===== src/inc/mtm_params.svh =====
/*
 Register offsets, field positions, reset values and encodings of the
 8-bit modulo timer. Assumes inclusion by bare name from design files.
*/
`ifndef MTM_PARAMS_SVH
`define MTM_PARAMS_SVH

`define MTM_OFF_SC       2'h0
`define MTM_OFF_CLK      2'h1
`define MTM_OFF_CNT      2'h2
`define MTM_OFF_MOD      2'h3

`define MTM_SC_TOF       7
`define MTM_SC_IE        6
`define MTM_SC_CLR       5
`define MTM_SC_HALT      4

`define MTM_CLK_SRC_HI   5
`define MTM_CLK_SRC_LO   4
`define MTM_CLK_PS_HI    3
`define MTM_CLK_PS_LO    0

`define MTM_RST_HALT     1'b1
`define MTM_RST_IE       1'b0
`define MTM_RST_CNT      8'h00
`define MTM_RST_MOD      8'h00
`define MTM_RST_SRC      2'h0
`define MTM_RST_PS       4'h0

`define MTM_SRC_BUS      2'h0
`define MTM_SRC_FIX      2'h1
`define MTM_SRC_FALL     2'h2
`define MTM_SRC_RISE     2'h3

`define MTM_PS_MAX       4'h8
`define MTM_FREE_TOP     8'hff

`endif


===== src/inc/mtm_pkg.sv =====
/*
 Types shared by the modulo timer modules.
 Assumes nothing beyond a SystemVerilog compiler.
*/
package mtm_pkg;

   typedef enum logic [1:0] {
      MTM_STOPPED,
      MTM_FREE,
      MTM_MODULO
   } mtm_mode_t;

   typedef struct packed {
      logic [1:0] src;
      logic [3:0] ps;
   } mtm_clkcfg_t;

endpackage


===== src/design/mtm_src_select.sv =====
/*
 Count source selector: synchronises the two pin sources and
 yields a one-cycle event per selected source edge.
 Assumes pins are slower than half the clock rate.
*/
`timescale 1ns/1ps
`default_nettype none
`include "mtm_params.svh"

module mtm_src_select (
   input  wire logic       clk,
   input  wire logic       rst,
   input  wire logic [1:0] src,
   input  wire logic       fixed_freq_clock,
   input  wire logic       ext_count_pin,
   output logic            src_evt
);
   logic [1:0] pin_in;
   logic [1:0] rise;
   logic [1:0] fall;

   assign pin_in = {ext_count_pin, fixed_freq_clock};

   genvar g;
   generate
      for (g = 0; g < 2; g++) begin : g_sync
         logic s1_q, s2_q, s3_q;
         always_ff @(posedge clk or posedge rst) begin
            if (rst) begin
               s1_q <= 1'b0;
               s2_q <= 1'b0;
               s3_q <= 1'b0;
            end else begin
               s1_q <= pin_in[g];
               s2_q <= s1_q;
               s3_q <= s2_q;
            end
         end
         // Edges seen only past the second stage
         assign rise[g] = s2_q & ~s3_q;
         assign fall[g] = ~s2_q & s3_q;
      end
   endgenerate

   always_comb begin
      case (src)
         `MTM_SRC_BUS:  src_evt = 1'b1;
         `MTM_SRC_FIX:  src_evt = rise[0];
         `MTM_SRC_FALL: src_evt = fall[1];
         default:       src_evt = rise[1];
      endcase
   end
endmodule // mtm_src_select

`default_nettype wire


===== src/design/mtm_prescaler.sv =====
/*
 Nine-tap power-of-two prescaler after the source selector.
 Assumes src_evt is a one-cycle event in the clk domain.
*/
`timescale 1ns/1ps
`default_nettype none
`include "mtm_params.svh"

module mtm_prescaler #(
   parameter int PS_W = 8
) (
   input  wire logic       clk,
   input  wire logic       rst,
   input  wire logic       src_evt,
   input  wire logic [3:0] ps,
   input  wire logic       run,
   input  wire logic       clr,
   output logic            tick
);
   logic [PS_W-1:0] div_q, div_d;

   generate
      if (PS_W != 8) begin : g_chk
         $error("mtm_prescaler: PS_W must be 8");
      end
   endgenerate

   // Codes at and above the top tap saturate to divide-by-256
   function automatic logic [PS_W-1:0] tap_mask(input logic [3:0] sel);
      logic [3:0] s;
      s = (sel > `MTM_PS_MAX) ? `MTM_PS_MAX : sel;
      tap_mask = PS_W'((9'h001 << s) - 9'h001);
   endfunction

   always_comb begin
      tick  = run & src_evt & ((div_q & tap_mask(ps)) == tap_mask(ps));
      div_d = div_q;
      if (clr)
         div_d = '0;
      else if (run & src_evt)
         div_d = div_q + PS_W'(1); // ratio change keeps phase
   end

   always_ff @(posedge clk or posedge rst) begin
      if (rst)
         div_q <= '0;
      else
         div_q <= div_d;
   end
endmodule // mtm_prescaler

`default_nettype wire


===== src/design/mtm_modulo_timer.sv =====
/*
 8-bit modulo timer top: register port, counter, overflow flag with
 two-step clear, and interrupt request.
 Assumes a master that keeps strobes one cycle and never both at once.
*/
// The register addresses and the address-and-strobe port were decided locally.
`timescale 1ns/1ps
`default_nettype none
`include "mtm_params.svh"

// Functional notes
// - Counter stopped, free-running or modulo; stopped after reset.
// - Reset: count and modulo zero, bus clock source, divide by 1.
// - Running with nonzero modulo is modulo mode, zero gives free-run.
// - Writing halt bit low starts counting; default is free-running.
// - Four sources: bus clock, fixed clock, pin rising, pin falling.
// - Source codes: 00 bus, 01 fixed, 10 pin falling, 11 pin rising.
// - Source change while running keeps the count.
// - Prescaler divides by 1, 2, 4 up to 256.
// - Prescale codes ascend from divide-by-1; 1000 and up give 256.
// - Prescale code 0010 divides by 4.
// - Prescale change while running keeps the count.
// - Modulo accepts 01 to FF; zero selects free-running.
// - Count increments per tick until modulo, then wraps to zero.
// - Overflow flag sets on the modulo-to-zero transition.
// - Modulo write clears flag; when running also zeroes count.
// - Flag clears by status read while set, then writing 0, or by a modulo write or counter-clear write.
// - Overflow between read and write aborts the clear.
// - Writing 1 to counter-clear also clears the flag.
// - Counter-clear write 1 zeroes count; write 0 nothing; reads 0.
// - Halt freezes count; release resumes from same value.
// - Interrupt request while flag set and enable is 1.
module mtm_modulo_timer #(
   parameter int CNT_W = 8
) (
   input  wire logic       clk,
   input  wire logic       rst,
   input  wire logic [1:0] addr,
   input  wire logic [7:0] wdata,
   input  wire logic       wr,
   input  wire logic       rd,
   output logic [7:0]      rdata,
   input  wire logic       fixed_freq_clock,
   input  wire logic       ext_count_pin,
   output logic            irq
);
   logic                 halt_q, halt_d;
   logic                 ie_q, ie_d;
   logic                 tof_q, tof_d;
   logic                 arm_q, arm_d;
   logic [CNT_W-1:0]     cnt_q, cnt_d;
   logic [CNT_W-1:0]     mod_q, mod_d;
   mtm_pkg::mtm_clkcfg_t cfg_q, cfg_d;
   logic [7:0]           rdata_q, rdata_d;
   logic                 irq_q, irq_d;
   mtm_pkg::mtm_mode_t   mode;
   logic                 wr_sc, wr_clk, wr_mod, rd_sc;
   logic                 clr_cnt, mod_zero, ovf;
   logic                 src_evt, tick;
   logic [CNT_W-1:0]     top;

   generate
      if (CNT_W != 8) begin : g_chk
         $error("mtm_modulo_timer: CNT_W must be 8");
      end
   endgenerate

   function automatic logic hit(input logic strobe, input logic [1:0] a,
                                input logic [1:0] off);
      hit = strobe & (a == off);
   endfunction

   assign wr_sc   = hit(wr, addr, `MTM_OFF_SC);
   assign wr_clk  = hit(wr, addr, `MTM_OFF_CLK);
   assign wr_mod  = hit(wr, addr, `MTM_OFF_MOD);
   assign rd_sc   = hit(rd, addr, `MTM_OFF_SC);
   assign clr_cnt = wr_sc & wdata[`MTM_SC_CLR];
   // Modulo write while stopped leaves the count alone
   assign mod_zero = wr_mod & ~halt_q;

   mtm_src_select u_src (
      .clk              (clk),
      .rst              (rst),
      .src              (cfg_q.src),
      .fixed_freq_clock (fixed_freq_clock),
      .ext_count_pin    (ext_count_pin),
      .src_evt          (src_evt)
   );

   mtm_prescaler #(.PS_W(8)) u_ps (
      .clk     (clk),
      .rst     (rst),
      .src_evt (src_evt),
      .ps      (cfg_q.ps),
      .run     (~halt_q),
      .clr     (clr_cnt | mod_zero),
      .tick    (tick)
   );

   always_comb begin
      if (halt_q)
         mode = mtm_pkg::MTM_STOPPED;
      else if (mod_q == '0)
         mode = mtm_pkg::MTM_FREE;
      else
         mode = mtm_pkg::MTM_MODULO;
   end

   // Counter and configuration
   always_comb begin
      case (mode)
         mtm_pkg::MTM_MODULO: top = mod_q;
         mtm_pkg::MTM_FREE:   top = `MTM_FREE_TOP;
         default:             top = `MTM_FREE_TOP;
      endcase
      ovf    = tick & (cnt_q == top);
      cnt_d  = cnt_q;
      if (clr_cnt | mod_zero)
         cnt_d = '0;
      else if (tick)
         cnt_d = ovf ? '0 : cnt_q + CNT_W'(1);
      halt_d = halt_q;
      ie_d   = ie_q;
      if (wr_sc) begin
         halt_d = wdata[`MTM_SC_HALT];
         ie_d   = wdata[`MTM_SC_IE];
      end
      // Source and ratio change leave the count untouched
      cfg_d = wr_clk ? mtm_pkg::mtm_clkcfg_t'(wdata[`MTM_CLK_SRC_HI:`MTM_CLK_PS_LO]) : cfg_q;
      mod_d = wr_mod ? wdata : mod_q;
   end

   always_ff @(posedge clk or posedge rst) begin
      if (rst) begin
         halt_q    <= `MTM_RST_HALT;
         ie_q      <= `MTM_RST_IE;
         cnt_q     <= `MTM_RST_CNT;
         mod_q     <= `MTM_RST_MOD;
         cfg_q.src <= `MTM_RST_SRC;
         cfg_q.ps  <= `MTM_RST_PS;
      end else begin
         halt_q <= halt_d;
         ie_q   <= ie_d;
         cnt_q  <= cnt_d;
         mod_q  <= mod_d;
         cfg_q  <= cfg_d;
      end
   end

   // Overflow flag and its two-step clear
   always_comb begin
      arm_d = arm_q;
      if (ovf)
         arm_d = 1'b0;
      else if (rd_sc & tof_q)
         arm_d = 1'b1;
      else if (wr_sc)
         arm_d = 1'b0;
      tof_d = tof_q;
      // A fresh overflow beats every clear in the same cycle
      if (ovf)
         tof_d = 1'b1;
      else if (clr_cnt | wr_mod)
         tof_d = 1'b0;
      else if (wr_sc & ~wdata[`MTM_SC_TOF] & arm_q)
         tof_d = 1'b0;
      irq_d = tof_d & ie_d;
   end

   always_ff @(posedge clk or posedge rst) begin
      if (rst) begin
         tof_q <= 1'b0;
         arm_q <= 1'b0;
         irq_q <= 1'b0;
      end else begin
         tof_q <= tof_d;
         arm_q <= arm_d;
         irq_q <= irq_d;
      end
   end

   // Read port: data in the cycle after the strobe only
   always_comb begin
      rdata_d = 8'h00;
      if (rd) begin
         case (addr)
            `MTM_OFF_SC:  rdata_d = {tof_q, ie_q, 1'b0, halt_q, 4'h0};
            `MTM_OFF_CLK: rdata_d = {2'h0, cfg_q};
            `MTM_OFF_CNT: rdata_d = cnt_q;
            `MTM_OFF_MOD: rdata_d = mod_q;
            default:      rdata_d = 8'h00;
         endcase
      end
   end

   always_ff @(posedge clk or posedge rst) begin
      if (rst)
         rdata_q <= 8'h00;
      else
         rdata_q <= rdata_d;
   end

   assign rdata = rdata_q;
   assign irq   = irq_q;
endmodule // mtm_modulo_timer

`default_nettype wire


===== config.mk =====
export PLATFORM = sky130hd
export DESIGN_NAME = mtm_modulo_timer
export DESIGN_NICKNAME = d
export VERILOG_FILES = /design/src/inc/mtm_pkg.sv /design/src/design/mtm_src_select.sv /design/src/design/mtm_prescaler.sv /design/src/design/mtm_modulo_timer.sv
export VERILOG_INCLUDE_DIRS = /design/src /design/src/inc
export SDC_FILE = /design/constraint.sdc
export NUM_CORES = 1
export LEC_CHECK = 0
export BUFFER_PORTS_ARGS = -buffer_cell sky130_fd_sc_hd__buf_2
export CAP_MARGIN = 10
export CORE_ASPECT_RATIO = 1.1
export CORE_MARGIN = 5
export CORE_UTILIZATION = 59
export CTS_CLUSTER_SIZE = 16
export DETAILED_ROUTE_END_ITERATION = 8
export PLACE_DENSITY = 0.79
export RECOVER_POWER = 50
export SYNTH_ARGS = -nofsm -noshare
export SYNTH_HDL_FRONTEND = slang
export SYNTH_SLANG_ARGS = --single-unit

===== constraint.sdc =====
create_clock -name clk -period 3.8 [get_ports clk]
set_clock_uncertainty 0.1 [all_clocks]
set_input_delay 0.19 -clock clk [delete_from_list [all_inputs] [get_ports clk]]
set_output_delay 0.19 -clock clk [all_outputs]
set_load 0.05 [all_outputs]

Word level (Yosys, flattened, before mapping)

Cells that the tools add are included.

$add $sub $neg: 3
Shift operators: 1
Muxes and demuxes: 19
Order comparisons: 1
Reduce and logical (&&, ||, !) cells: 6
Bitwise gates (word level): 24
Equal/unequal tests: 8

Operators with widths:

| cell                                              | count |
|---|---|
| 2-to-1 mux 8 bit                                  | 7 |
| one-hot mux 8 bit (4 select lines)                | 1 |
| adder 8 x 1 -> 8 bit (second input constant)      | 2 |
| AND 1 bit                                         | 16 |
| == test 8 bit                                     | 2 |
| AND 8 bit                                         | 1 |
| == test 2 bit (second input constant)             | 4 |
| logical NOT 8 bit                                 | 1 |
| left shift 1 x 4 -> 8 bit (first input constant)  | 1 |
| subtractor 8 x 1 -> 8 bit (second input constant) | 1 |
| 2-to-1 mux 1 bit                                  | 7 |
| NOT 1 bit                                         | 5 |
| == test 2 x 1 -> 1 bit (second input constant)    | 2 |
| > comparator 4 bit (second input constant)        | 1 |
| logical NOT 2 bit                                 | 2 |
| 2-to-1 mux 2 bit                                  | 2 |
| 2-to-1 mux 4 bit                                  | 1 |
| nonzero test 2 bit                                | 2 |
| one-hot mux 1 bit (3 select lines)                | 1 |
| nonzero test 3 bit                                | 1 |
| bitwise OR 1 bit                                  | 2 |

Output and inout port bits: 9
Logic and storage cells: 79
Flip-flop bits (word level): 49

Logic depth before layout (Yosys ltp)

Word-level depth: 11
Depth in mapped cells: 11

Cells and area by module

A second synthesis with hierarchy kept.

Cell total of the unflattened synthesis: 249
Area total of the unflattened synthesis: 2596.2 um^2

By module, submodules not included:

| module           | sequential area each (um^2) | cells an instance | area an instance (um^2) | instances |
|---|---|---|---|---|
| mtm_modulo_timer | 877.1                       | 177               | 1873.0                  | 1 |
| mtm_prescaler    | 200.2                       | 60                | 535.5                   | 1 |
| mtm_src_select   | 150.1                       | 12                | 187.7                   | 1 |

Worst setup path after synthesis

OpenSTA, ideal clock, no wires.

Path kind: register to register
Start: register cfg_q[2] (netlist name)
End: register cnt_q[4]
Slack: 1.085 ns
Cell stages (with the launch flop): 10
Path buffers: 1
Data required time: 3.551 ns
Data arrival time: 2.467 ns
Period minus slack after synthesis: 2.715 ns
Cell sequence: dfrtp_1 -> or4_4 -> ha_1 -> and2b_2 -> o21ai_0 -> o2111ai_2 -> nor4_4 -> buf_6 -> mux2i_1 -> nor4b_2

Longest elaborated chain between the ends: 11
Elaborated cells on any way between the ends: 12
Classes of those cells: add/sub: 1; order compare: 1; eq/ne: 1; shift: 1; mux: 4; bitwise: 3; reduce/logical: 1

Ends and longest elaborated chain:

| element                             | line                    | RTL |
|---|---|---|
| > comparator 4 bit (no source line) | n/a                     |  |
| 2-to-1 mux 4 bit *                  | mtm_prescaler.sv:31     | `` s = (sel > `MTM_PS_MAX) ? `MTM_PS_MAX : sel; `` |
| left shift 1 x 4 -> 8 bit *         | mtm_prescaler.sv:32     | `tap_mask = PS_W'((9'h001 << s) - 9'h001);` |
| subtractor 8 x 1 -> 8 bit *         | mtm_prescaler.sv:32     |  |
| AND 8 bit                           | mtm_prescaler.sv:36     | `tick = run & src_evt & ((div_q & tap_mask(ps)) == tap_mask(ps));` |
| == test 8 bit *                     | mtm_prescaler.sv:36     |  |
| AND 1 bit *                         | mtm_prescaler.sv:36     |  |
| AND 1 bit                           | mtm_modulo_timer.sv:116 | `ovf = tick & (cnt_q == top);` |
| 2-to-1 mux 8 bit                    | mtm_modulo_timer.sv:121 | `cnt_d = ovf ? '0 : cnt_q + CNT_W'(1);` |
| 2-to-1 mux 8 bit                    | mtm_modulo_timer.sv:120 | `else if (tick)` |
| 2-to-1 mux 8 bit                    | mtm_modulo_timer.sv:118 | `if (clr_cnt \| mod_zero)` |
| to (signal assigned)                | mtm_modulo_timer.sv:137 | `` cnt_q <= `MTM_RST_CNT; `` |
| to (signal assigned)                | mtm_modulo_timer.sv:144 | `cnt_q <= cnt_d;` |
| to (decl)                           | mtm_modulo_timer.sv:51  | `logic [CNT_W-1:0] cnt_q, cnt_d;` |

Every way passes the cells marked *; elsewhere a longest branch is shown, timed or not. The select of a mux whose other input is x is not followed.
A chain may end at the register's enable or synchronous reset.

Worst setup path in the final report

Start: register cfg_q[2] (netlist name)
End: register cnt_q[3]

Longest elaborated chain between the ends: 11
Elaborated cells on any way between the ends: 12
Classes of those cells: add/sub: 1; order compare: 1; eq/ne: 1; shift: 1; mux: 4; bitwise: 3; reduce/logical: 1

Ends and longest elaborated chain:

| element                             | line |
|---|---|
| > comparator 4 bit (no source line) | n/a |
| 2-to-1 mux 4 bit *                  | mtm_prescaler.sv:31 |
| left shift 1 x 4 -> 8 bit *         | mtm_prescaler.sv:32 |
| subtractor 8 x 1 -> 8 bit *         | mtm_prescaler.sv:32 |
| AND 8 bit                           | mtm_prescaler.sv:36 |
| == test 8 bit *                     | mtm_prescaler.sv:36 |
| AND 1 bit *                         | mtm_prescaler.sv:36 |
| AND 1 bit                           | mtm_modulo_timer.sv:116 |
| 2-to-1 mux 8 bit                    | mtm_modulo_timer.sv:121 |
| 2-to-1 mux 8 bit                    | mtm_modulo_timer.sv:120 |
| 2-to-1 mux 8 bit                    | mtm_modulo_timer.sv:118 |

Marks and branches as above.

==> run metrics <==
n_diodes=0; FILL cells=340; crit share post-route=77.6%; Int Pwr=0.851 mW; post-synthesis cell count=257; number of global-route vias before repair=2039; Seq cells post-synth=49; CTS root buffer=clkbuf_8; Slew Limit Fails=50; CTS Sinks=49; CP Buf/Inv Count=1; leading area contributor after synthesis=dfrtp_1; Die Wd=74.4 um; Seq pwr share=53.5%; Worst-path clk slew=0.08 ns; DR vias/cell=6.20; run status=finished, violations left; Die ar.=6010 um^2; setup repair bufs after CTS=0; placed cell count=327; largest family of logic cells by synthesized area=simple AND/OR/NAND/NOR gates; post-synth cell types=54; Seq/Total Area, Yosys=45.6%; Synth Area in Simple Gates=23.4%; GP Congestion=0.862; Crit Path Class=flop to flop; Synth area leaders=dfrtp_1 45%, mux2_2 8.8%, nand2_1 3.2%; # nets final=301; Top Ports=25; Avg Cell Area, Syn=10.5 um^2; setup ws final=0.850 ns; max_slew headroom=-22.3%; switching pwr=0.398 mW; placed cell areas=2830 um^2; Max Cap Viol=1; power share of the clock group=24.6%; Yosys top cell area share=44.6%; max incr delay on CP=0.58 ns; largest fanout on the critical path=13; Final Hold Viols=0; Logic pwr share=21.9%; worst hold path class=input pin to flop; fin crit period=2.95 ns; Die Y=80.8 um; switching share of total power=31.9%; Worst EP required=3.88 ns; I/O Buffers=24; fraction of the mapped netlist area in adder cells=1.39%; multiplexer area fraction after synthesis=12.2%; Non-Filler Instances=336; global-route wire length before repair=9.69 mm; pre-CTS WS=0.858 ns; CTS Hold Buffers Added=2; largest net degree at the start of global routing=50; Max clock buf depth=2; number of synthesized flops with an enable pin=0; initial antenna violation count=0; DRT Wirelength=5.48 mm; Synth Cell Area=2690 um^2; Synth Area in Compound Gates=11.9%; multi-input logic area=1380 um^2; GRT Total Usage=20.5%; Top Family by Delay on Critical Path=simple AND/OR/NAND/NOR gates; CTS H-tree lvls=2; post-DP HPWL=3.93 mm; post-DR wirelength/cell=16.3 um; unrepaired setup endpoints after global routing=false; critical path, cell by cell=or4_4 -> ha_1 -> and2b_2 -> o21ai_0 -> o2111ai_2 -> nor4_4 -> buf_4 -> nand4_1 -> nor4b_2; DRC viols=0; endpoints failing setup=0; CTS buffer count=5; Synth Warn #=0; Cell Rows=25; DRT antenna net count=0; finished layout cell area=2940 um^2; Core Util, Final=67.6%; VDD IR max=0.282 mV; CP max-delay cell=or4_4; CP Capture Type=flop; DRT iter0 DRCs=177; CTS tree=built; Layout area overhead=9.25%; ys async rst share=100%; syn_nets=276; CTS resizes=0; first drt pass iteration count=4; Core Box Area=4350 um^2; Clock Latency Late Sink=0.30 ns; Startpoint Class=flop; Pleak=1.23 nW; Post-Synth XOR/XNOR Area=2.28%; Setup TNS Final=0 ns; PD cells=425 nW/um^2; crit path DAT=3.03 ns; main flop type after synthesis=dfrtp_1; Least-Margin Pin Slew=1.83 ns; failing checks=max-capacitance violations, max-slew violations; grt total ovfl=0; register area=1230 um^2; Initial Util=61.9%; via total after detailed routing=2082; f_max=339 MHz; share of layout cells above drive strength 1=24.1%
-- cells by family (layout without fill, tap and decap cells) --
family,after synthesis,count (layout)
simple gates,107,107
flops,49,49
compound gates,45,45
mux,29,29
buf+inv,17,42
xor+xnor,7,7
fa+ha+maj,3,3
-- final cells by class --
cell class | instances | area share (%)
Timing Repair Buffer | 28 | 5.28
Sequential cell | 49 | 41.7
Clock buffer | 7 | 2.94
Inverter | 7 | 0.894
Tap cell | 54 | 2.30
Multi-Input combinational cell | 191 | 46.9
-- metal layers --
metal / GRT usage, % / share of wire (%) / vias up
met5: 0 / 0 / -
met4: 6.41 / 1.0 / 0
met3: 4.95 / 7.0 / 6
met2: 33.0 / 48 / 68
met1: 27.4 / 44 / 1015
li1: - / - / 993
-- stage by stage --
stage	total power [mW]	hold WS (ns)
6_report	1.25	0.0396
5_1_grt	1.33	0.0281
3_5_place_dp	0.949	0.200
3_3_place_gp	0.940	0.200
4_1_cts	1.26	0.0347
2_1_floorplan	0.879	0.121
-- power groups by stage --
| stage | clock network, mW | logic (mW) | registers (mW) |
|---|---|---|---|
| final | 0.307 | 0.273 | 0.669 |
| after global routing | 0.344 | 0.305 | 0.678 |
| after CTS | 0.315 | 0.276 | 0.666 |
| after detailed placement | 0 | 0.271 | 0.678 |
| after global placement | 0 | 0.267 | 0.673 |
| after floorplan | 0 | 0.212 | 0.667 |
-- layout by cell type, fill, tap and decap left out, types with 3 or more instances in the layout --
cell      netlist  layout
a21oi_1         6       6
nor3_1          7       7
nand2_1        23      23
nand4_1         3       3
mux2i_1         7       7
and2_1          3       3
a211oi_1        3       3
o21ai_0        10      10
nor4_1          7       7
xnor2_1         7       7
and3_1          5       5
dfrtp_1        48      48
nor3b_1         3       3
nor2b_1         9       9
a22oi_1         6       6
clkbuf_8        0       6
nor2_1         22      22
ha_1            3       3
nand3_1         6       6
buf_2           3      24
o211ai_1        4       4
mux2_2         21      21
nor4b_2         5       5
inv_1           7       7
-- worst register-to-register path: cells and delay by family, from the launching register on --
| family | cells | cell delay [ns] |
|---|---|---|
| simple gates | 5 | 1.53 |
| flops | 1 | 0.46 |
| compound gates | 2 | 0.26 |
| fa+ha+maj | 1 | 0.25 |
| buf+inv | 1 | 0.25 |
-- sequential cells by signal, indices dropped and copies added, names as in the netlist --
name / flops
u_src.g_sync.s3_q: 2
irq: 1
cnt_q: 8
arm_q: 1
cfg_q: 6
halt_q: 1
u_src.g_sync.s1_q: 2
u_ps.div_q: 8
ie_q: 1
rdata: 8
tof_q: 1
mod_q: 8
u_src.g_sync.s2_q: 2
-- synthesized netlist by cell type (all sizes together) (2+ instances only) --
| library cell | number |
|---|---|
| o211ai | 4 |
| nand4 | 3 |
| clkbuf | 3 |
| nor3b | 3 |
| a31oi | 2 |
| nor2b | 9 |
| nand3 | 6 |
| a21o | 2 |
| ha | 3 |
| a21oi | 6 |
| xnor2 | 7 |
| a211oi | 3 |
| inv | 7 |
| and2 | 3 |
| or3 | 2 |
| o21ai | 11 |
| mux2i | 7 |
| mux2 | 21 |
| nand2b | 2 |
| nor3 | 7 |
| nor4 | 8 |
| nor4b | 7 |
| o21bai | 2 |
| nand2 | 23 |
| or4 | 2 |
| buf | 7 |
| nor2 | 22 |
| a22oi | 6 |
| and3 | 5 |
| dfrtp | 48 |
-- path summary, 6_finish.rpt --
path                                         to                  from  slack, ns  cells after the start
hold / removal                         mod_q[3]              wdata[3]       0.04                      2
hold reg to reg            u_src.g_sync[0].s2_q  u_src.g_sync[0].s1_q       0.26                      0
setup / recovery                       cnt_q[3]              cfg_q[2]       0.85                      9
max in group asynchronous         u_ps.div_q[6]                   rst       2.17                      2
setup reg to reg                       cnt_q[3]              cfg_q[2]       0.85                      9
min in group asynchronous              cnt_q[6]                   rst       0.37                      2
Note: power is estimated with default switching activity, not from simulation.
